**src/rtl/can_rx_buffer_consts.vh**
```
// Purpose: Constants for the CAN receive buffer control block
// Assumes: 8-bit register port, one 25 MHz clock
// Notes:   Message vector packs identifier, flags, length and eight data bytes
`ifndef CAN_RX_BUFFER_CONSTS_VH
`define CAN_RX_BUFFER_CONSTS_VH

// Message vector layout
`define MSG_W          99
`define MSG_SID_HI     98
`define MSG_SID_LO     88
`define MSG_EID_HI     87
`define MSG_EID_LO     70
`define MSG_EXT        69
`define MSG_RTR        68
`define MSG_DLC_HI     67
`define MSG_DLC_LO     64
`define MSG_DATA_HI    63

// Register addresses
`define ADDR_PIN_CTRL  8'h0C
`define ADDR_INT_EN    8'h2B
`define ADDR_INT_FLAG  8'h2C
`define ADDR_ERR_FLAG  8'h2D
`define ADDR_HI_BASE   8'h60
`define ADDR_LO_BASE   8'h70
`define BUF_BYTES      4'hD

// Buffer control register fields
`define CTL_MODE_HI    6
`define CTL_MODE_LO    5
`define CTL_RTR        3
`define CTL_ROLL       2
`define CTL_ROLL_COPY  1
`define MODE_FILTER    2'h0
`define MODE_ANY       2'h3

// Buffer-full pin control fields
`define PIN_LEVEL_LO   4
`define PIN_EN_LO      2
`define PIN_FN_LO      0

// Reset values and writable masks
`define RST_PIN_CTRL   8'h00
`define RST_CTRL       8'h00
`define RST_INT_EN     8'h00
`define WMASK_CTRL_HI  8'h64
`define WMASK_CTRL_LO  8'h60
`define WMASK_PIN_CTRL 8'h3F

// Start-of-frame detector states
`define SOF_IDLE       2'h0
`define SOF_WAIT       2'h1
`define SOF_HOLD       2'h2

`endif

```
**src/rtl/can_rx_buffer_ctrl.v**
```verilog
// Purpose: Receive buffer control of a CAN controller
// Assumes: Acceptance compare done outside; hits arrive with each message
// Notes:   Register port uses bit-modify writes (mask selects bits changed)
//
// Function
// - Assembly buffer stalls while both hand-off slots are full; all messages, accepted or not
// - Both receive buffers operate independently
// - Whole assembly buffer copied on acceptance
// - Load sets that buffer's full flag
// - Set full flag locks buffer; host clears
// - Enabled full flag drives interrupt low
// - High-priority filters checked before low-priority
// - Control low bits hold filter and remote
// - Rollover sends high-priority overflow to low
// - Mode 00: valid filtered, extended select honoured
// - Mode 11: accept all, even errored
// - Frame-start pulse after edge held dominant
// - Dominant ending before sample point is glitch
// - Disabled buffer-full pin is high impedance
// - Interrupt-mode pin mirrors full flag inverted
// - Output-mode pin drives its level bit
`timescale 1ns/100ps
`include "can_rx_buffer_consts.vh"

module can_rx_buffer_ctrl #(
    parameter HI_FILTERS = 2,
    parameter LO_FILTERS = 4
) (
    input  wire                    clk_in,
    input  wire                    rst_n_in,
    input  wire                    msg_valid_in,
    output reg                     msg_ready_out,
    input  wire [`MSG_W-1:0]       msg_data_in,
    input  wire                    msg_error_in,
    input  wire [HI_FILTERS-1:0]   hi_filter_hit_in,
    input  wire [LO_FILTERS-1:0]   lo_filter_hit_in,
    input  wire [HI_FILTERS+LO_FILTERS-1:0] extended_id_select_in,
    input  wire                    bus_receive_input_in,
    input  wire                    bus_idle_in,
    input  wire                    sample_point_in,
    input  wire                    sof_enable_in,
    output reg                     sof_pulse_out,
    output reg                     glitch_pulse_out,
    input  wire [7:0]              reg_addr_in,
    input  wire                    reg_wr_in,
    input  wire [7:0]              reg_wdata_in,
    input  wire [7:0]              reg_mask_in,
    input  wire                    reg_rd_in,
    output reg  [7:0]              reg_rdata_out,
    output reg                     int_n_out,
    output reg  [1:0]              buffer_full_pin_out,
    output reg  [1:0]              buffer_full_pin_oe_out
);

    localparam NF    = HI_FILTERS + LO_FILTERS;
    localparam ENT_W = `MSG_W + 1 + NF;

    // Two-entry buffer between assembly buffer and commit stage
    reg [ENT_W-1:0] fifo_mem [0:1];
    reg             wr_ptr;
    reg             rd_ptr;
    reg [1:0]       fifo_count;
    wire            fifo_push;
    wire            fifo_pop;
    wire            drain_valid;
    wire            drain_ready;
    reg             commit_hold;

    // Receive buffers and their state
    reg [`MSG_W-1:0] high_priority_rx_buffer;
    reg [`MSG_W-1:0] low_priority_rx_buffer;
    reg [7:0]        high_priority_buffer_control;
    reg [7:0]        low_priority_buffer_control;
    reg [1:0]        rx_full_flag;
    reg [1:0]        rx_interrupt_enable;
    reg [1:0]        overflow_flag;
    reg [7:0]        buffer_full_pin_control;

    // Commit decision signals
    reg [ENT_W-1:0]  head;
    reg [`MSG_W-1:0] head_msg;
    reg              head_err;
    reg [NF-1:0]     head_hit;
    reg [NF-1:0]     hit_eff;
    reg [1:0]        mode_hi;
    reg [1:0]        mode_lo;
    reg              accept_hi;
    reg              accept_lo;
    reg              load_hi;
    reg              load_lo;
    reg              discard_hi;
    reg              discard_lo;
    reg [2:0]        hit_num_hi;
    reg [2:0]        hit_num_lo;
    reg [2:0]        load_lo_hit;
    integer          i;
    integer          j;

    // Start-of-frame detector
    reg [1:0] sof_state;
    reg [1:0] next_sof_state;
    reg       bus_rx_prev;

    // Register write helpers
    wire [7:0] wd_and_m  = reg_wdata_in & reg_mask_in;
    wire [7:0] keep_m    = ~reg_mask_in;
    wire       wr_pin    = reg_wr_in && (reg_addr_in == `ADDR_PIN_CTRL);
    wire       wr_ie     = reg_wr_in && (reg_addr_in == `ADDR_INT_EN);
    wire       wr_if     = reg_wr_in && (reg_addr_in == `ADDR_INT_FLAG);
    wire       wr_ef     = reg_wr_in && (reg_addr_in == `ADDR_ERR_FLAG);
    wire       wr_ctl_hi = reg_wr_in && (reg_addr_in == `ADDR_HI_BASE);
    wire       wr_ctl_lo = reg_wr_in && (reg_addr_in == `ADDR_LO_BASE);

    assign fifo_push   = msg_valid_in && msg_ready_out;
    assign drain_valid = (fifo_count != 2'h0);
    // Commit takes two cycles per message so the buffer can really fill
    assign drain_ready = ~commit_hold;
    assign fifo_pop    = drain_valid && drain_ready;

    // Assembly buffer handed off as soon as a slot is free
    always @(posedge clk_in) begin
        if (!rst_n_in) begin
            wr_ptr        <= 1'b0;
            rd_ptr        <= 1'b0;
            fifo_count    <= 2'h0;
            msg_ready_out <= 1'b1;
            commit_hold   <= 1'b0;
        end else begin
            if (fifo_push) begin
                fifo_mem[wr_ptr] <= {msg_data_in, msg_error_in,
                                     lo_filter_hit_in, hi_filter_hit_in};
                wr_ptr <= ~wr_ptr;
            end
            if (fifo_pop) begin
                rd_ptr <= ~rd_ptr;
            end
            commit_hold <= fifo_pop;
            case ({fifo_push, fifo_pop})
                2'b10: begin
                    fifo_count    <= fifo_count + 2'h1;
                    msg_ready_out <= (fifo_count == 2'h0);
                end
                2'b01: begin
                    fifo_count    <= fifo_count - 2'h1;
                    msg_ready_out <= 1'b1;
                end
                default: begin
                    fifo_count    <= fifo_count;
                    msg_ready_out <= msg_ready_out;
                end
            endcase
        end
    end

    // Acceptance and target selection
    always @* begin
        head     = fifo_mem[rd_ptr];
        head_msg = head[ENT_W-1:NF+1];
        head_err = head[NF];
        head_hit = head[NF-1:0];
        mode_hi  = high_priority_buffer_control[`CTL_MODE_HI:`CTL_MODE_LO];
        mode_lo  = low_priority_buffer_control[`CTL_MODE_HI:`CTL_MODE_LO];
        // A filter only matches frames of its own identifier type
        for (i = 0; i < NF; i = i + 1) begin
            hit_eff[i] = head_hit[i] &&
                         (extended_id_select_in[i] == head_msg[`MSG_EXT]);
        end
        hit_num_hi = 3'h0;
        for (i = HI_FILTERS - 1; i >= 0; i = i - 1) begin
            if (hit_eff[i]) begin
                hit_num_hi = i[2:0];
            end
        end
        hit_num_lo = HI_FILTERS[2:0];
        for (i = NF - 1; i >= HI_FILTERS; i = i - 1) begin
            if (hit_eff[i]) begin
                hit_num_lo = i[2:0];
            end
        end
        // Reserved modes behave as the filtered mode; software avoids them
        if (mode_hi == `MODE_ANY) begin
            accept_hi = 1'b1;
        end else begin
            accept_hi = ~head_err && (|hit_eff[HI_FILTERS-1:0]);
        end
        if (mode_lo == `MODE_ANY) begin
            accept_lo = 1'b1;
        end else begin
            accept_lo = ~head_err && (|hit_eff[NF-1:HI_FILTERS]);
        end
        load_hi     = 1'b0;
        load_lo     = 1'b0;
        discard_hi  = 1'b0;
        discard_lo  = 1'b0;
        load_lo_hit = hit_num_lo;
        if (fifo_pop) begin
            // High-priority buffer is considered first
            if (accept_hi) begin
                if (!rx_full_flag[0]) begin
                    load_hi = 1'b1;
                end else if (high_priority_buffer_control[`CTL_ROLL]) begin
                    // Rollover ignores the low buffer's own filters
                    load_lo_hit = hit_num_hi;
                    if (!rx_full_flag[1]) begin
                        load_lo = 1'b1;
                    end else begin
                        discard_lo = 1'b1;
                    end
                end else begin
                    discard_hi = 1'b1;
                end
            end else if (accept_lo) begin
                if (!rx_full_flag[1]) begin
                    load_lo = 1'b1;
                end else begin
                    discard_lo = 1'b1;
                end
            end
        end
    end

    // Receive buffers, control registers and flags
    always @(posedge clk_in) begin
        if (!rst_n_in) begin
            high_priority_rx_buffer      <= {`MSG_W{1'b0}};
            low_priority_rx_buffer       <= {`MSG_W{1'b0}};
            high_priority_buffer_control <= `RST_CTRL;
            low_priority_buffer_control  <= `RST_CTRL;
            rx_full_flag                 <= 2'h0;
            rx_interrupt_enable          <= 2'h0;
            overflow_flag                <= 2'h0;
            buffer_full_pin_control      <= `RST_PIN_CTRL;
        end else begin
            // Each buffer is written only by its own load, so one can be
            // read while the other fills
            if (load_hi) begin
                high_priority_rx_buffer <= head_msg;
                high_priority_buffer_control[`CTL_RTR] <= head_msg[`MSG_RTR];
                high_priority_buffer_control[0] <= hit_num_hi[0];
            end else if (wr_ctl_hi) begin
                high_priority_buffer_control <=
                    (high_priority_buffer_control & ~(reg_mask_in & `WMASK_CTRL_HI)) |
                    (wd_and_m & `WMASK_CTRL_HI);
            end
            if (load_lo) begin
                low_priority_rx_buffer <= head_msg;
                low_priority_buffer_control[`CTL_RTR] <= head_msg[`MSG_RTR];
                low_priority_buffer_control[2:0] <= load_lo_hit;
            end else if (wr_ctl_lo) begin
                low_priority_buffer_control <=
                    (low_priority_buffer_control & ~(reg_mask_in & `WMASK_CTRL_LO)) |
                    (wd_and_m & `WMASK_CTRL_LO);
            end
            // Copy of rollover enable for the read-only bit
            high_priority_buffer_control[`CTL_ROLL_COPY] <=
                high_priority_buffer_control[`CTL_ROLL];
            // A load in the clearing cycle keeps the flag set
            if (wr_if) begin
                rx_full_flag <= (rx_full_flag & keep_m[1:0]) | wd_and_m[1:0] |
                                {load_lo, load_hi};
            end else begin
                rx_full_flag <= rx_full_flag | {load_lo, load_hi};
            end
            if (wr_ef) begin
                overflow_flag <= (overflow_flag & keep_m[1:0]) | wd_and_m[1:0] |
                                 {discard_lo, discard_hi};
            end else begin
                overflow_flag <= overflow_flag | {discard_lo, discard_hi};
            end
            if (wr_ie) begin
                rx_interrupt_enable <= (rx_interrupt_enable & keep_m[1:0]) |
                                       wd_and_m[1:0];
            end
            // Masked write lets one pin level change alone
            if (wr_pin) begin
                buffer_full_pin_control <=
                    (buffer_full_pin_control & ~(reg_mask_in & `WMASK_PIN_CTRL)) |
                    (wd_and_m & `WMASK_PIN_CTRL);
            end
        end
    end

    // Interrupt and buffer-full pins, one cycle after the flag
    always @(posedge clk_in) begin
        if (!rst_n_in) begin
            int_n_out              <= 1'b1;
            buffer_full_pin_out    <= 2'h3;
            buffer_full_pin_oe_out <= 2'h0;
        end else begin
            int_n_out <= ~|(rx_full_flag & rx_interrupt_enable);
            for (j = 0; j < 2; j = j + 1) begin
                if (!buffer_full_pin_control[`PIN_EN_LO + j]) begin
                    buffer_full_pin_oe_out[j] <= 1'b0;
                    buffer_full_pin_out[j]    <= 1'b1;
                end else if (buffer_full_pin_control[`PIN_FN_LO + j]) begin
                    buffer_full_pin_oe_out[j] <= 1'b1;
                    buffer_full_pin_out[j]    <= ~rx_full_flag[j];
                end else begin
                    buffer_full_pin_oe_out[j] <= 1'b1;
                    buffer_full_pin_out[j]    <=
                        buffer_full_pin_control[`PIN_LEVEL_LO + j];
                end
            end
        end
    end

    // Start-of-frame: edge on idle bus must survive to the sample point
    always @* begin
        next_sof_state = sof_state;
        case (sof_state)
            `SOF_IDLE: begin
                if (sof_enable_in && bus_idle_in && bus_rx_prev &&
                    !bus_receive_input_in) begin
                    next_sof_state = `SOF_WAIT;
                end
            end
            `SOF_WAIT: begin
                if (bus_receive_input_in) begin
                    next_sof_state = `SOF_IDLE;
                end else if (sample_point_in) begin
                    next_sof_state = `SOF_HOLD;
                end
            end
            `SOF_HOLD: begin
                // Re-arm only once the frame has left the idle state
                if (!bus_idle_in) begin
                    next_sof_state = `SOF_IDLE;
                end
            end
            default: begin
                next_sof_state = `SOF_IDLE;
            end
        endcase
    end

    always @(posedge clk_in) begin
        if (!rst_n_in) begin
            sof_state        <= `SOF_IDLE;
            bus_rx_prev      <= 1'b1;
            sof_pulse_out    <= 1'b0;
            glitch_pulse_out <= 1'b0;
        end else begin
            sof_state        <= next_sof_state;
            bus_rx_prev      <= bus_receive_input_in;
            sof_pulse_out    <= (sof_state == `SOF_WAIT) && !bus_receive_input_in &&
                                sample_point_in;
            glitch_pulse_out <= (sof_state == `SOF_WAIT) &&
                                bus_receive_input_in;
        end
    end

    // Byte view of a stored message, index 1 to 13
    function [7:0] msg_byte;
        input [`MSG_W-1:0] m;
        input [3:0]        idx;
        begin
            case (idx)
                4'h1: msg_byte = m[`MSG_SID_HI:`MSG_SID_LO+3];
                4'h2: msg_byte = {m[`MSG_SID_LO+2:`MSG_SID_LO], 1'b0, m[`MSG_EXT],
                                  1'b0, m[`MSG_EID_HI:`MSG_EID_HI-1]};
                4'h3: msg_byte = m[`MSG_EID_LO+15:`MSG_EID_LO+8];
                4'h4: msg_byte = m[`MSG_EID_LO+7:`MSG_EID_LO];
                4'h5: msg_byte = {1'b0, m[`MSG_RTR], 2'h0, m[`MSG_DLC_HI:`MSG_DLC_LO]};
                4'h6: msg_byte = m[63:56];
                4'h7: msg_byte = m[55:48];
                4'h8: msg_byte = m[47:40];
                4'h9: msg_byte = m[39:32];
                4'hA: msg_byte = m[31:24];
                4'hB: msg_byte = m[23:16];
                4'hC: msg_byte = m[15:8];
                4'hD: msg_byte = m[7:0];
                default: msg_byte = 8'h00;
            endcase
        end
    endfunction

    // Register reads; unmapped addresses read zero
    always @(posedge clk_in) begin
        if (!rst_n_in) begin
            reg_rdata_out <= 8'h00;
        end else if (reg_rd_in) begin
            if (reg_addr_in == `ADDR_PIN_CTRL) begin
                reg_rdata_out <= buffer_full_pin_control;
            end else if (reg_addr_in == `ADDR_INT_EN) begin
                reg_rdata_out <= {6'h00, rx_interrupt_enable};
            end else if (reg_addr_in == `ADDR_INT_FLAG) begin
                reg_rdata_out <= {6'h00, rx_full_flag};
            end else if (reg_addr_in == `ADDR_ERR_FLAG) begin
                reg_rdata_out <= {6'h00, overflow_flag};
            end else if (reg_addr_in == `ADDR_HI_BASE) begin
                reg_rdata_out <= high_priority_buffer_control;
            end else if (reg_addr_in == `ADDR_LO_BASE) begin
                reg_rdata_out <= low_priority_buffer_control;
            end else if (reg_addr_in[7:4] == `ADDR_HI_BASE >> 4 &&
                         reg_addr_in[3:0] <= `BUF_BYTES) begin
                reg_rdata_out <= msg_byte(high_priority_rx_buffer, reg_addr_in[3:0]);
            end else if (reg_addr_in[7:4] == `ADDR_LO_BASE >> 4 &&
                         reg_addr_in[3:0] <= `BUF_BYTES) begin
                reg_rdata_out <= msg_byte(low_priority_rx_buffer, reg_addr_in[3:0]);
            end else begin
                reg_rdata_out <= 8'h00;
            end
        end
    end

endmodule

```
**config.mk**
```make
export PLATFORM = sky130hd
export DESIGN_NAME = can_rx_buffer_ctrl
export DESIGN_NICKNAME = d
export VERILOG_FILES = /design/src/rtl/can_rx_buffer_ctrl.v
export VERILOG_INCLUDE_DIRS = /design/src /design/src/rtl
export SDC_FILE = /design/constraint.sdc
export NUM_CORES = 1
export LEC_CHECK = 0
export BUFFER_PORTS_ARGS = -buffer_cell sky130_fd_sc_hd__buf_2
export CAP_MARGIN = 15
export CORE_UTILIZATION = 50
export CTS_BUF_LIST = sky130_fd_sc_hd__clkbuf_8
export CTS_CLUSTER_DIAMETER = 150
export CTS_CLUSTER_SIZE = 8
export DETAILED_ROUTE_END_ITERATION = 8
export PLACE_DENSITY = 0.69
export SLEW_MARGIN = 15
export SYNTH_ARGS = -nofsm -noshare
export SYNTH_HDL_FRONTEND = slang
export SYNTH_SLANG_ARGS = --single-unit
```
**constraint.sdc**
```tcl
create_clock -name clk_in -period 21.2 [get_ports clk_in]
set_input_delay 3.18 -clock clk_in [delete_from_list [all_inputs] [get_ports clk_in]]
set_output_delay 3.18 -clock clk_in [all_outputs]
set_load 0.02 [all_outputs]
```
* Word level (Yosys, flattened, before mapping) *
Memories as Yosys holds them, arrays and structs flattened. A register that Yosys moved wholly into a read port is not among the register bits.
Cells that the tools add are included.

word-level totals
  bits in latches = 0
  bits in registers = 252
  RAM bits = 212
  memories = 1
  ROM bits = 0

cells by class
  reductions and logical operators = 40
  $mul = 0
  divide/modulo/power cells = 0
  bitwise gates (word level) = 30
  magnitude comparators = 1
  mux-type cells = 64
  eq/ne operators = 36
  shift operators = 0
  $add $sub $neg = 2

memories
  name      words  bits a word  rd ports  clocked after memory_dff  write ports  RTL line                 RTL
  fifo_mem  2      106          1         1                         1            can_rx_buffer_ctrl.v:59  reg [ENT_W-1:0] fifo_mem [0:1];

operators with widths
  kind                number
  $pmux 8 s13         2
  $mux 8              8
  $mux 1              33
  $mux 3              9
  $and 8x8->8         3
  $eq 4x3->1 const B  6
  $eq 4x4->1 const B  6
  $eq 8x6->1 const B  3
  $logic_and 1x1->1   24
  $eq 8x7->1 const B  2
  $not 7->8           2
  $or 8x7->8          2
  $or 2x2->2          7
  $mux 2              6
  $mux 4              3
  $and 2x2->2         4
  $eq 2x2->1 const B  4
  $eq 4x2->1 const B  2
  $eq 8x4->1 const B  1
  $not 1->1           8
  $not 6->8           1
  $or 8x6->8          1
  $reduce_and 2->1    4
  $reduce_bool 2->1   4
  other kinds (18)    28

* Logic depth before layout (Yosys ltp) *
Gate-level depths: netlist of run 1.

  depth after elaboration = 11
  mapped depth = 9

* Worst setup path after synthesis of run 1 *
No wires, ideal clock.

  path kind = input to register
  start = input rst_n_in
  end = memory fifo_mem[0][0] (netlist name), enable pin
  path slack = 9.604 ns
  setup time = 0.700 ns
  cell stages on the path = 4
  buffers on the path = 2
  arrival = 10.895 ns
  cell sequence = inv_2 > clkbuf_1 > buf_1 > nor3_1

on the way
  longest elaborated chain between the ends = 2

ends and longest elaborated chain
  element                       RTL line                  RTL
  start: declaration            can_rx_buffer_ctrl.v:30   input wire rst_n_in,
  $mux 1                        can_rx_buffer_ctrl.v:122  if (!rst_n_in) begin
  $mux 1 (not written as such)  can_rx_buffer_ctrl.v:130  fifo_mem[wr_ptr] <= {msg_data_in, msg_error_in,
  end: declaration              can_rx_buffer_ctrl.v:59

No other way between the ends.

* Worst setup path in the final report of run 1 *
  start = input extended_id_select_in[0]
  end = register high_priority_rx_buffer[50]

on the way
  longest elaborated chain between the ends = 7

ends and longest elaborated chain
  element                 RTL line                  RTL
  start: declaration      can_rx_buffer_ctrl.v:37   input wire [HI_FILTERS+LO_FILTERS-1:0] extended_id_select_in,
  $eq 1x1->1              can_rx_buffer_ctrl.v:166  (extended_id_select_in[i] == head_msg[`MSG_EXT]);
  $logic_and 1x1->1       can_rx_buffer_ctrl.v:165  hit_eff[i] = head_hit[i] &&
  $reduce_or 2->1         can_rx_buffer_ctrl.v:184  accept_hi = ~head_err && (|hit_eff[HI_FILTERS-1:0]);
  $logic_and 1x1->1       can_rx_buffer_ctrl.v:184
  $mux 1                  can_rx_buffer_ctrl.v:181  if (mode_hi == `MODE_ANY) begin
  $mux 1                  can_rx_buffer_ctrl.v:198  if (accept_hi) begin
  $mux 1                  can_rx_buffer_ctrl.v:196  if (fifo_pop) begin
  end signal: assignment  can_rx_buffer_ctrl.v:225  high_priority_rx_buffer <= {`MSG_W{1'b0}};
  end signal: assignment  can_rx_buffer_ctrl.v:237  high_priority_rx_buffer <= head_msg;
  end: declaration        can_rx_buffer_ctrl.v:70   reg [`MSG_W-1:0] high_priority_rx_buffer;

No other way between the ends.
A chain may end at the register's enable or synchronous reset.

==> reports/metrics.cfg, run 1 <==
[run_status]
status=finished, final reports clean

[route]
ant_nets=0
met1_length_mm=22.29
drt_first_iter_violations=1077
drc=0
vias_per_cell=6.074
totalWireLength_mm=52.27
vias=13450
wl_per_cell_um=23.60
drtPass1Iterations=5
highest_layer=met4
wl_met3_mm=3.789
met2_wirelength_mm=23.96

[critical_path]
worst-endpoint-required_ns=21.72
path_class=in2reg
critPathArrivalTime_ns=7.05
crit_buf_inv=3
cp_slowest_stage_delay_ns=0.88
r2r-start=fifo_mem[0][76]
startpoint=extended_id_select_in[0]
crit_path_frequent_cell=buf_4
crit_path_end_kind=flop
startpoint_type=input port
worstPathCellList=buf_2 > xor2_1 > o32ai_2 > o21ai_1 > a211oi_4 > buf_4 > buf_4 > nor2_1 > a211oi_1
slowest_stage=buf_4
path_max_fanout=97
cp_top_family=buffers and inverters

[final_layout]
post-route-cell-area_um2=20760
syn2layout_area_growth_pct=11.51
final_util_pct=56.71
layout.cells.non_filler=2215
drive_above_1_share_pct=17.18
finalNetCount=1846

[floorplanning]
num_io_pins=161
start_util_pct=50.86
die_area_um2=38010
die_h_um=195.0
floorplan.rows=70
core_area_um2=36610
die_w_um=195.0

[hold_path]
worst_hold_startpoint=sof_state[1]
hold_class=reg2reg

[timing]
period_minus_slack_ns=6.527
rsz0062_at_grt=no
hold_violations=0
post-route-period-util_pct=30.79
relSlewSlack_pct=22.06
setup_ws_ns=14.67
hold_ws_ns=0.4646
fmax_ghz=0.1532
fin_skew_ns=0.02373
setup_viol=0
slew_violations=0
tightest_slew_ns=1.153
fin_setup_tns_ns=0

[placed_design]
port_buffers=158
place_congestion=0.9486
postPlaceCellArea_um2=19600
dp_hpwl_mm=34.98
place_inst=2099
dp_slack_ns=14.03

[clocking]
path_clk_slew_ns=0.06
cts_setup_buffers=0
cts.sinks=457
h-tree-depth=3
cts_buffers=67
cts_buffer_depth=3
clock_latency_ns=0.62
cts_tree=done
postCtsHoldBufs=0
root_buffer=clkbuf_8
cts_resized=0

[global_routing]
grt_max_degree=103
grt_antenna_before_repair=0
grt_pass1_vias=12920
grt_overflow_total=0
grt_usage_pct=27.50
grt_pass1_wl_mm=78.60

[pwr]
p_per_area_nw_per_um2=115.5
p_total_mw=2.398
p_leak_nw=7.104
ir_drop_mv=0.06995

[logic_synthesis]
yosysMostFrequentCell=dfxtp_1
syn_area_per_cell_um2=11.75
yosysTopAreaCell=edfxtp_1
synth_cell_types=72
synth.top_cell.area_share_pct=34.19
synth_area_leaders=edfxtp_1, dfxtp_1, a211oi_1
synth_enable_flop_cells=212
netlist_instances=1584
syn_nets=1730
synthTopCellsByCount=dfxtp_1, edfxtp_1, a211oi_1
ys_ff_latch=457
yosysSeqAreaShare_pct=60.53
synth-main-ff-cell=dfxtp_1
synth.cell_area_um2=18620
yosysWarnings=0
async_flop_share_pct=0

[run]
drv_cap=0

[sequential cells by signal (all words and copies together) (netlist names), 2 cells and up, named ones only]
name and count:
buffer_full_pin_out 2, low_priority_rx_buffer 98, fifo_count 2, low_priority_buffer_control 4, sof_state 2, rx_full_flag 2
fifo_mem 212, reg_rdata_out 8, high_priority_rx_buffer 99, buffer_full_pin_oe_out 2, overflow_flag 2, high_priority_buffer_control 2
[routing by layer]
layer / vias to the layer above / global-route usage, %
met5: - / 0
met2: 562 / 42.53
met3: 111 / 5.475
met4: 0 / 13.33
li1: 6284 / -
met1: 6497 / 37.13
[final timing paths]
check / end / slack (ns) / cells past startpoint
worst min-delay path: sof_state[0] / 0.46 / 1
worst max-delay path: high_priority_rx_buffer[50] / 14.67 / 9
worst max register to register: high_priority_rx_buffer[50] / 16.69 / 8
worst min register to register: sof_state[0] / 0.46 / 1
[layout by cell type, fill, tap and decap left out, types with 6 or more instances in the layout]
master	instances
a221oi_1	9
nand3b_1	9
nand2_1	48
dfxtp_1	244
nor2b_1	14
o32ai_1	9
mux2i_1	133
nor2_1	141
a211oi_1	200
nor3_1	6
edfxtp_1	212
buf_4	22
nand3_1	28
clkbuf_8	70
o2bb2ai_1	6
a22oi_1	24
nand2b_1	12
o21ai_0	26
buf_2	158
o22ai_1	11
nand4_1	8
and3_1	6
inv_1	59
xor2_1	11
a21oi_1	130
a31oi_1	8
a32oi_1	10
a22o_1	12
mux2_2	23
[final cells by class]
cell class,instances,area (um2)
diodes,1,2.502
repair buffers,180,955.9
flip-flops and latches,457,11270
fillers,3125,15850
clock inverters,45,192.7
clock buffers,70,963.4
multi-input cells,974,6708
inverters,20,80.08
well taps,468,585.6
[power breakdown]
part / internal [mW] / switching, mW
sequential: 1.08 / 0.0964
clock: 0.306 / 0.325
combinational: 0.203 / 0.390
total: 1.59 / 0.811
[cells by family (layout without fill, tap and decap cells)]
kind of cell / after synthesis / after routing / synth area share [%]
compound gates: 496 / 496 / 18.60
xor+xnor: 16 / 16 / 0.7526
fa+ha+maj: 1 / 1 / 0.06719
buf+inv: 153 / 315 / 3.696
flops: 457 / 457 / 60.53
mux: 157 / 157 / 8.662
other cells: 0 / 1 / 0
simple gates: 304 / 304 / 7.688
Power figures use the tool's default switching activity.
==> run 2, diff against run 1 <==
--- a/config.mk
+++ b/config.mk
@@ -6,6 +6,7 @@
 export SDC_FILE = /design/constraint.sdc
 export NUM_CORES = 1
 export LEC_CHECK = 0
+export ABC_AREA = 1
 export BUFFER_PORTS_ARGS = -buffer_cell sky130_fd_sc_hd__buf_2
 export CAP_MARGIN = 15
 export CORE_UTILIZATION = 50
==> constraint.sdc (replaced) <==
create_clock -name clk_in -period 6.7 [get_ports clk_in]
set_input_delay 1.005 -clock clk_in [delete_from_list [all_inputs] [get_ports clk_in]]
set_output_delay 1.005 -clock clk_in [all_outputs]
set_load 0.02 [all_outputs]
==> run 2 against run 1 <==
Synthesized cell count up 31%. Critical path type is now reg2reg. Combinational power rose to 3.1 times the previous value. Highest routed layer unchanged. Wire length decreased by 8.3%. Non-clock buffer count decreased by 6. Critical endpoint is now high_priority_rx_buffer[45]. First-iteration DRC count increased by 16%. Power grew to 3.1 times the previous value.
==> reports/metrics.cfg, run 2 <==
[route]
vias=14760  ; was 13450
vias_per_cell=5.442  ; was 6.074
drt_first_iter_violations=1250  ; was 1077
drc=0  ; unchanged
ant_nets=0  ; unchanged
totalWireLength_mm=47.93  ; was 52.27 mm
wl_per_cell_um=17.67  ; was 23.60 um
drtPass1Iterations=6  ; was 5

[timing]
slew_violations=0  ; unchanged
period_minus_slack_ns=4.305
hold_violations=0  ; unchanged
hold_ws_ns=0.4347  ; was 0.4646 ns
tightest_slew_ns=1.232  ; was 1.153 ns
fin_skew_ns=0.03203  ; was 0.02373 ns
setup_viol=0  ; unchanged
post-route-period-util_pct=64.25
fmax_ghz=0.2323
fin_setup_tns_ns=0  ; unchanged
rsz0062_at_grt=no  ; unchanged
relSlewSlack_pct=17.77  ; was 22.06%

[pwr]
p_int_mw=4.790  ; was 1.587 mW
p_per_area_nw_per_um2=356.5  ; was 115.5 nW/um2
ir_drop_mv=0.1794  ; was 0.06995 mV
p_leak_nw=8.055  ; was 7.104 nW
swShare_pct=34.70  ; was 33.81%
p_clk_share_pct=26.5  ; was 26.3%
netSwitchingPower_mw=2.545  ; was 810.8 uW
seq_power_share_pct=48.6  ; was 49.0%
comb_power_share_pct=25.0  ; was 24.7%

[clocking]
cts_buffer_depth=3  ; unchanged
path_clk_slew_ns=0.06  ; about the same
cts_buffers=67  ; unchanged
clock_latency_ns=0.61  ; was 0.62 ns
cts_setup_buffers=0  ; unchanged
root_buffer=clkbuf_8  ; unchanged
cts_resized=0  ; unchanged
postCtsHoldBufs=0  ; unchanged
cts.sinks=457  ; unchanged
h-tree-depth=3  ; unchanged
cts_tree=done  ; unchanged

[logic_synthesis]
synth_cell_types=39  ; was 72
async_flop_share_pct=0  ; unchanged
yosysMostFrequentCell=nand2_1  ; was dfxtp_1
ys_ff_latch=457  ; unchanged
yosysTopAreaCell=edfxtp_1  ; unchanged
yosysWarnings=0  ; unchanged
synth.top_cell.area_share_pct=34.53  ; was 34.19%
synth.cell_area_um2=18430  ; was 18620 um2
synthTopCellsByCount=nand2_1, dfxtp_1, a21oi_1  ; was dfxtp_1, edfxtp_1, a211oi_1
synth_area_leaders=edfxtp_1, dfxtp_1, nand2_1  ; was edfxtp_1, dfxtp_1, a211oi_1
synth-main-ff-cell=dfxtp_1  ; unchanged
netlist_instances=2073  ; was 1584
syn_nets=2219  ; was 1730
yosysSeqAreaShare_pct=61.14  ; was 60.53%
syn_area_per_cell_um2=8.892  ; was 11.75 um2
synth_enable_flop_cells=212  ; unchanged

[floorplanning]
die_area_um2=37640  ; was 38010 um2
die_h_um=194.0  ; was 195.0 um
start_util_pct=51.33  ; was 50.86%
num_io_pins=161  ; unchanged
core_area_um2=35910  ; was 36610 um2
floorplan.rows=69  ; was 70
die_w_um=194.0  ; was 195.0 um

[final_layout]
syn2layout_area_growth_pct=11.60  ; was 11.51%
layout_common_cells=nand2_1, dfxtp_1, a21oi_1  ; was dfxtp_1, edfxtp_1, a211oi_1
layout_commonest_cell=nand2_1  ; was dfxtp_1
drive_above_1_share_pct=12.22  ; was 17.18%
finalNetCount=2357  ; was 1846
largest_reg_flops=212  ; unchanged
top_register=fifo_mem  ; unchanged
top_regs=fifo_mem (212), high_priority_rx_buffer (99), low_priority_rx_buffer (98)  ; unchanged

[critical_path]
crit_path_frequent_cell=nand2_1  ; was buf_4
path_max_fanout=78  ; was 97
path_class=reg2reg  ; was in2reg
cp_slowest_stage_delay_ns=1.26  ; was 0.88 ns
cp_top_family=simple AND/OR/NAND/NOR gates  ; was buffers and inverters
crit_buf_inv=2  ; was 3
startpoint_type=flop  ; was input port
worstPathCellList=inv_4 > nand2_4 > nand2_4 > nand2_1 > nand3_2 > nand2_1 > nand2_1 > nand2_2 > nand3_4 > inv_2 > nand2_1 > a21oi_1  ; was buf_2 > xor2_1 > o32ai_2 > o21ai_1 > a211oi_4 > buf_4 > buf_4 > nor2_1 > a211oi_1
critPathArrivalTime_ns=4.82  ; was 7.05 ns
worst-endpoint-required_ns=7.21  ; was 21.72 ns
slowest_stage=inv_2  ; was buf_4
crit_path_end_kind=flop  ; unchanged

[placed_design]
port_buffers=158  ; unchanged
dp_hpwl_mm=31.49  ; was 34.98 mm
place_congestion=0.8961  ; was 0.9486

[run_status]
status=finished, final reports clean  ; unchanged

[global_routing]
grt_pass1_wl_mm=74.33  ; was 78.60 mm
grt_antenna_before_repair=1  ; was 0
grt_pass1_vias=13660  ; was 12920
grt_usage_pct=25.18  ; was 27.50%
grt_overflow_total=0  ; unchanged
grt_max_degree=114  ; was 103

[run]
drv_cap=0  ; unchanged

[hold_path]
hold_class=reg2reg  ; unchanged
worst_hold_startpoint=rd_ptr  ; was sof_state[1]

[run 2: cell count changes in the layout (fill, tap and decap cells not counted), sizes merged, moves of 23 or more]
cell / change
o21ai: +116
nand3: +78
a22oi: -24
nand2: +629
inv: +139
mux2i: -132
a211oi: -201
nor2: -59
o22ai: +34
a21oi: +111
mux2: -23
[run 2: final timing paths]
path	to	slack, ns	depth (start not counted)
hold reg to reg	flop	0.43	1
setup / recovery	high_priority_rx_buffer[45]	2.40	12
setup reg to reg	high_priority_rx_buffer[45]	2.40	12
hold / removal	flop	0.43	1
[run 2: layer usage]
metal  GRT usage [%]  vias to the layer above  part of all wire [%]
li1                -                     7188                     -
met1           34.90                     6892                    44
met2           39.24                      587                    46
met3           5.149                       92                   7.4
met4           8.936                        0                   2.7
met5               0                        -                     0
[run 2: through the flow]
stage / worst slack [ns] / power [mW] / instance area [um2] / std cells / utilization [%]
3_3_place_gp: 2.449 / 5.371 / 19470 / 2603 / 54.20
4_1_cts: 2.391 / 7.365 / 20570 / 2711 / 57.26
2_1_floorplan: 0.4424 / 4.906 / 18440 / 2073 / -
3_5_place_dp: 2.404 / 5.431 / 19470 / 2603 / 54.20
5_1_grt: 2.134 / 7.750 / 20570 / 2712 / 57.28
6_report: 2.395 / 7.335 / 20570 / 2712 / 57.28
[run 2: layout make-up]
| type | count | area [um2] |
|---|---|---|
| Clock inverter | 40 | 163.9 |
| Fill cell | 3231 | 15340 |
| Sequential cell | 457 | 11270 |
| Timing Repair Buffer | 174 | 929.6 |
| Clock buffer | 68 | 935.9 |
| Inverter | 167 | 630.6 |
| Tap cell | 461 | 576.8 |
| Multi-Input combinational cell | 1344 | 6058 |
| Antenna cell | 1 | 2.502 |
[run 2: power by group through the flow]
| stage | logic [mW] | registers, mW | clock network [mW] |
|---|---|---|---|
| finish | 1.83 | 3.56 | 1.94 |
| global route | 2.03 | 3.60 | 2.12 |
| CTS | 1.82 | 3.56 | 1.99 |
| detailed placement | 1.81 | 3.62 | 0 |
| global placement | 1.77 | 3.60 | 0 |
| floorplan | 1.35 | 3.55 | 0 |
[run 2: kinds of logic (layout without fill, tap and decap cells)]
logic type | count (synthesis) | after routing | share of synthesized area, %
AND/OR/NAND/NOR | 897 | 897 | 19.66
flip-flops | 457 | 457 | 61.14
AO/OA/AOI/OAI | 445 | 445 | 12.88
buffers and inverters | 272 | 449 | 6.204
adder cells (fa/ha/maj) | 1 | 1 | 0.06786
multiplexers | 1 | 1 | 0.05430
other | 0 | 1 | 0
==> run 3, diff against run 2 <==
==> constraint.sdc (replaced) <==
create_clock -name clk_in -period 4.4 [get_ports clk_in]
set_input_delay 0.66 -clock clk_in [delete_from_list [all_inputs] [get_ports clk_in]]
set_output_delay 0.66 -clock clk_in [all_outputs]
set_load 0.02 [all_outputs]
==> run 3 against run 2 <==
Global-route usage rose by 0.22 points. Non-clock buffer count rose by 6. Die area did not move. Sequential power rose by 51%. Wire length rose by 0.20%. Critical endpoint is now high_priority_rx_buffer[14].
==> reports/metrics.cfg, run 3 (synthesis gave the netlist of run 2 again) <==
[run_status]
status=finished, final reports clean  ; unchanged

[route]
vias_per_cell=5.392  ; was 5.442
wl_per_cell_um=17.67  ; about the same
drc=0  ; unchanged
totalWireLength_mm=48.03  ; was 47.93 mm
drtPass1Iterations=6  ; unchanged
vias=14660  ; was 14760
ant_nets=0  ; unchanged
drt_first_iter_violations=1352  ; was 1250

[placed_design]
place_congestion=0.9072  ; was 0.8961
place_inst=2609  ; was 2603
dp_slack_ns=1.144  ; was 2.404 ns
dp_hpwl_mm=31.52  ; was 31.49 mm
port_buffers=158  ; unchanged

[critical_path]
r2r_cells=12  ; unchanged
path_max_fanout=102  ; was 78
startpoint_type=flop  ; unchanged
crit_path_end_kind=flop  ; unchanged
worst-endpoint-required_ns=4.93  ; was 7.21 ns
ff2ff_setup_slack_ns=1.13  ; was 2.40 ns
critPathArrivalTime_ns=3.80  ; was 4.82 ns
r2r_end=high_priority_rx_buffer[14]  ; was high_priority_rx_buffer[45]
path_class=reg2reg  ; unchanged

[clocking]
postCtsHoldBufs=0  ; unchanged
cts_tree=done  ; unchanged
h-tree-depth=3  ; unchanged
root_buffer=clkbuf_8  ; unchanged
cts_buffers=67  ; unchanged
clock_latency_ns=0.61  ; about the same
cts_resized=0  ; unchanged
cts_setup_buffers=0  ; unchanged
path_clk_slew_ns=0.07  ; was 0.06 ns
cts.sinks=457  ; unchanged
cts_buffer_depth=3  ; unchanged

[global_routing]
grt_pass1_vias=13980  ; was 13660
grt_pass1_wl_mm=75.19  ; was 74.33 mm
use_met2_pct=40.17  ; was 39.24%
met3_usage_pct=4.801  ; was 5.149%
grt_max_degree=113  ; was 114
grt_overflow_total=0  ; unchanged
grt_antenna_before_repair=1  ; unchanged
grt-busiest-layer=met2  ; unchanged
grt_use_met1_pct=34.89  ; was 34.90%
grt_usage_pct=25.40  ; was 25.18%

[final_layout]
finalNetCount=2363  ; was 2357
drive_above_1_share_pct=12.63  ; was 12.22%
layout_common_cells=nand2_1, dfxtp_1, a21oi_1  ; unchanged
top_register=fifo_mem  ; unchanged
n_fill_cell=3154  ; was 3231
final_util_pct=57.52  ; was 57.28%
layout_commonest_cell=nand2_1  ; unchanged
diodes=0  ; was 1
syn2layout_area_growth_pct=12.07  ; was 11.60%
top_regs=fifo_mem (212), high_priority_rx_buffer (99), low_priority_rx_buffer (98)  ; unchanged
largest_reg_flops=212  ; unchanged
layout.cells.non_filler=2718  ; was 2712

[hold_path]
hold_class=in2reg  ; was reg2reg
whs_endpoint=fifo_mem[1][67]
min_path_cells=1  ; unchanged
worst_hold_startpoint=msg_data_in[60]  ; was rd_ptr

[timing]
fin_setup_tns_ns=0  ; unchanged
setup_ws_ns=1.134  ; was 2.395 ns
rsz0062_at_grt=no  ; unchanged
slew_violations=0  ; unchanged
tightest_slew_ns=1.126  ; was 1.232 ns
fin_skew_ns=0.02366  ; was 0.03203 ns
relSlewSlack_pct=24.96  ; was 17.77%
period_minus_slack_ns=3.266  ; was 4.305 ns
hold_violations=0  ; unchanged
fmax_ghz=0.3062  ; was 0.2323 GHz
setup_viol=0  ; unchanged
post-route-period-util_pct=74.23  ; was 64.25%

[floorplanning]
start_util_pct=51.33  ; unchanged
num_io_pins=161  ; unchanged
die_w_um=194.0  ; unchanged
die_h_um=194.0  ; unchanged
core_area_um2=35910  ; unchanged
floorplan.rows=69  ; unchanged
die_area_um2=37640  ; unchanged

[pwr]
p_leak_nw=8.095  ; was 8.055 nW
p_per_area_nw_per_um2=546.1  ; was 356.5 nW/um2
p_total_mw=11.28  ; was 7.335 mW
ir_drop_mv=0.2982  ; was 0.1794 mV

[run]
drv_cap=0  ; unchanged

[run 3: routing by layer]
layer  share of wire, %  routed length [um]
met1                 44               20900
met4                2.6                1265
met5              0.027                  13
met3                7.8                3767
met2                 46               22090
[run 3: cell type report]
cell class / instances / area [um2] / share of cell area, %
multi-input cells: 1344 / 6058 / 29.33
repair buffers: 180 / 983.4 / 4.760
flip-flops and latches: 457 / 11270 / 54.58
inverters: 167 / 630.6 / 3.053
clock buffers: 70 / 963.4 / 4.664
well taps: 461 / 576.8 / 2.792
clock inverters: 39 / 171.4 / 0.8297
[run 3: worst max-delay path by stage]
stage                             endpoint  slack, ns  cells after the start
2_1_floorplan               fifo_mem[0][0]       0.28                      3
3_3_place_gp   high_priority_rx_buffer[15]       1.23                     12
3_5_place_dp   high_priority_rx_buffer[14]       1.14                     12
4_1_cts        high_priority_rx_buffer[14]       1.14                     12
5_1_grt        high_priority_rx_buffer[23]       0.76                     12
6_report       high_priority_rx_buffer[14]       1.13                     12
[run 3: power by group]
group,switching (mW),internal [mW]
clock network,1.58,1.47
registers,0.245,5.13
logic,2.10,0.760
total,3.93,7.36
[run 3: metrics by stage]
stage	instance area (um2)	hold slack, ns
4_1_cts	20660	0.1962
6_report	20660	0.2332
2_1_floorplan	18450	0.4204
3_5_place_dp	19520	0.4338
5_1_grt	20660	0.2041
3_3_place_gp	19520	0.4246
[run 3: critical path, stage by stage (launching register included)]
cell,delay (ns)
dfxtp_4,0.40
inv_4,0.37
nand2_4,0.11
nand2_4,0.14
nand2_1,0.08
nand3_2,0.07
nand2_1,0.05
nand2_1,0.08
nand2_2,0.14
nand3_4,0.43
buf_4,0.85
o21ai_0,0.19
a21oi_1,0.17
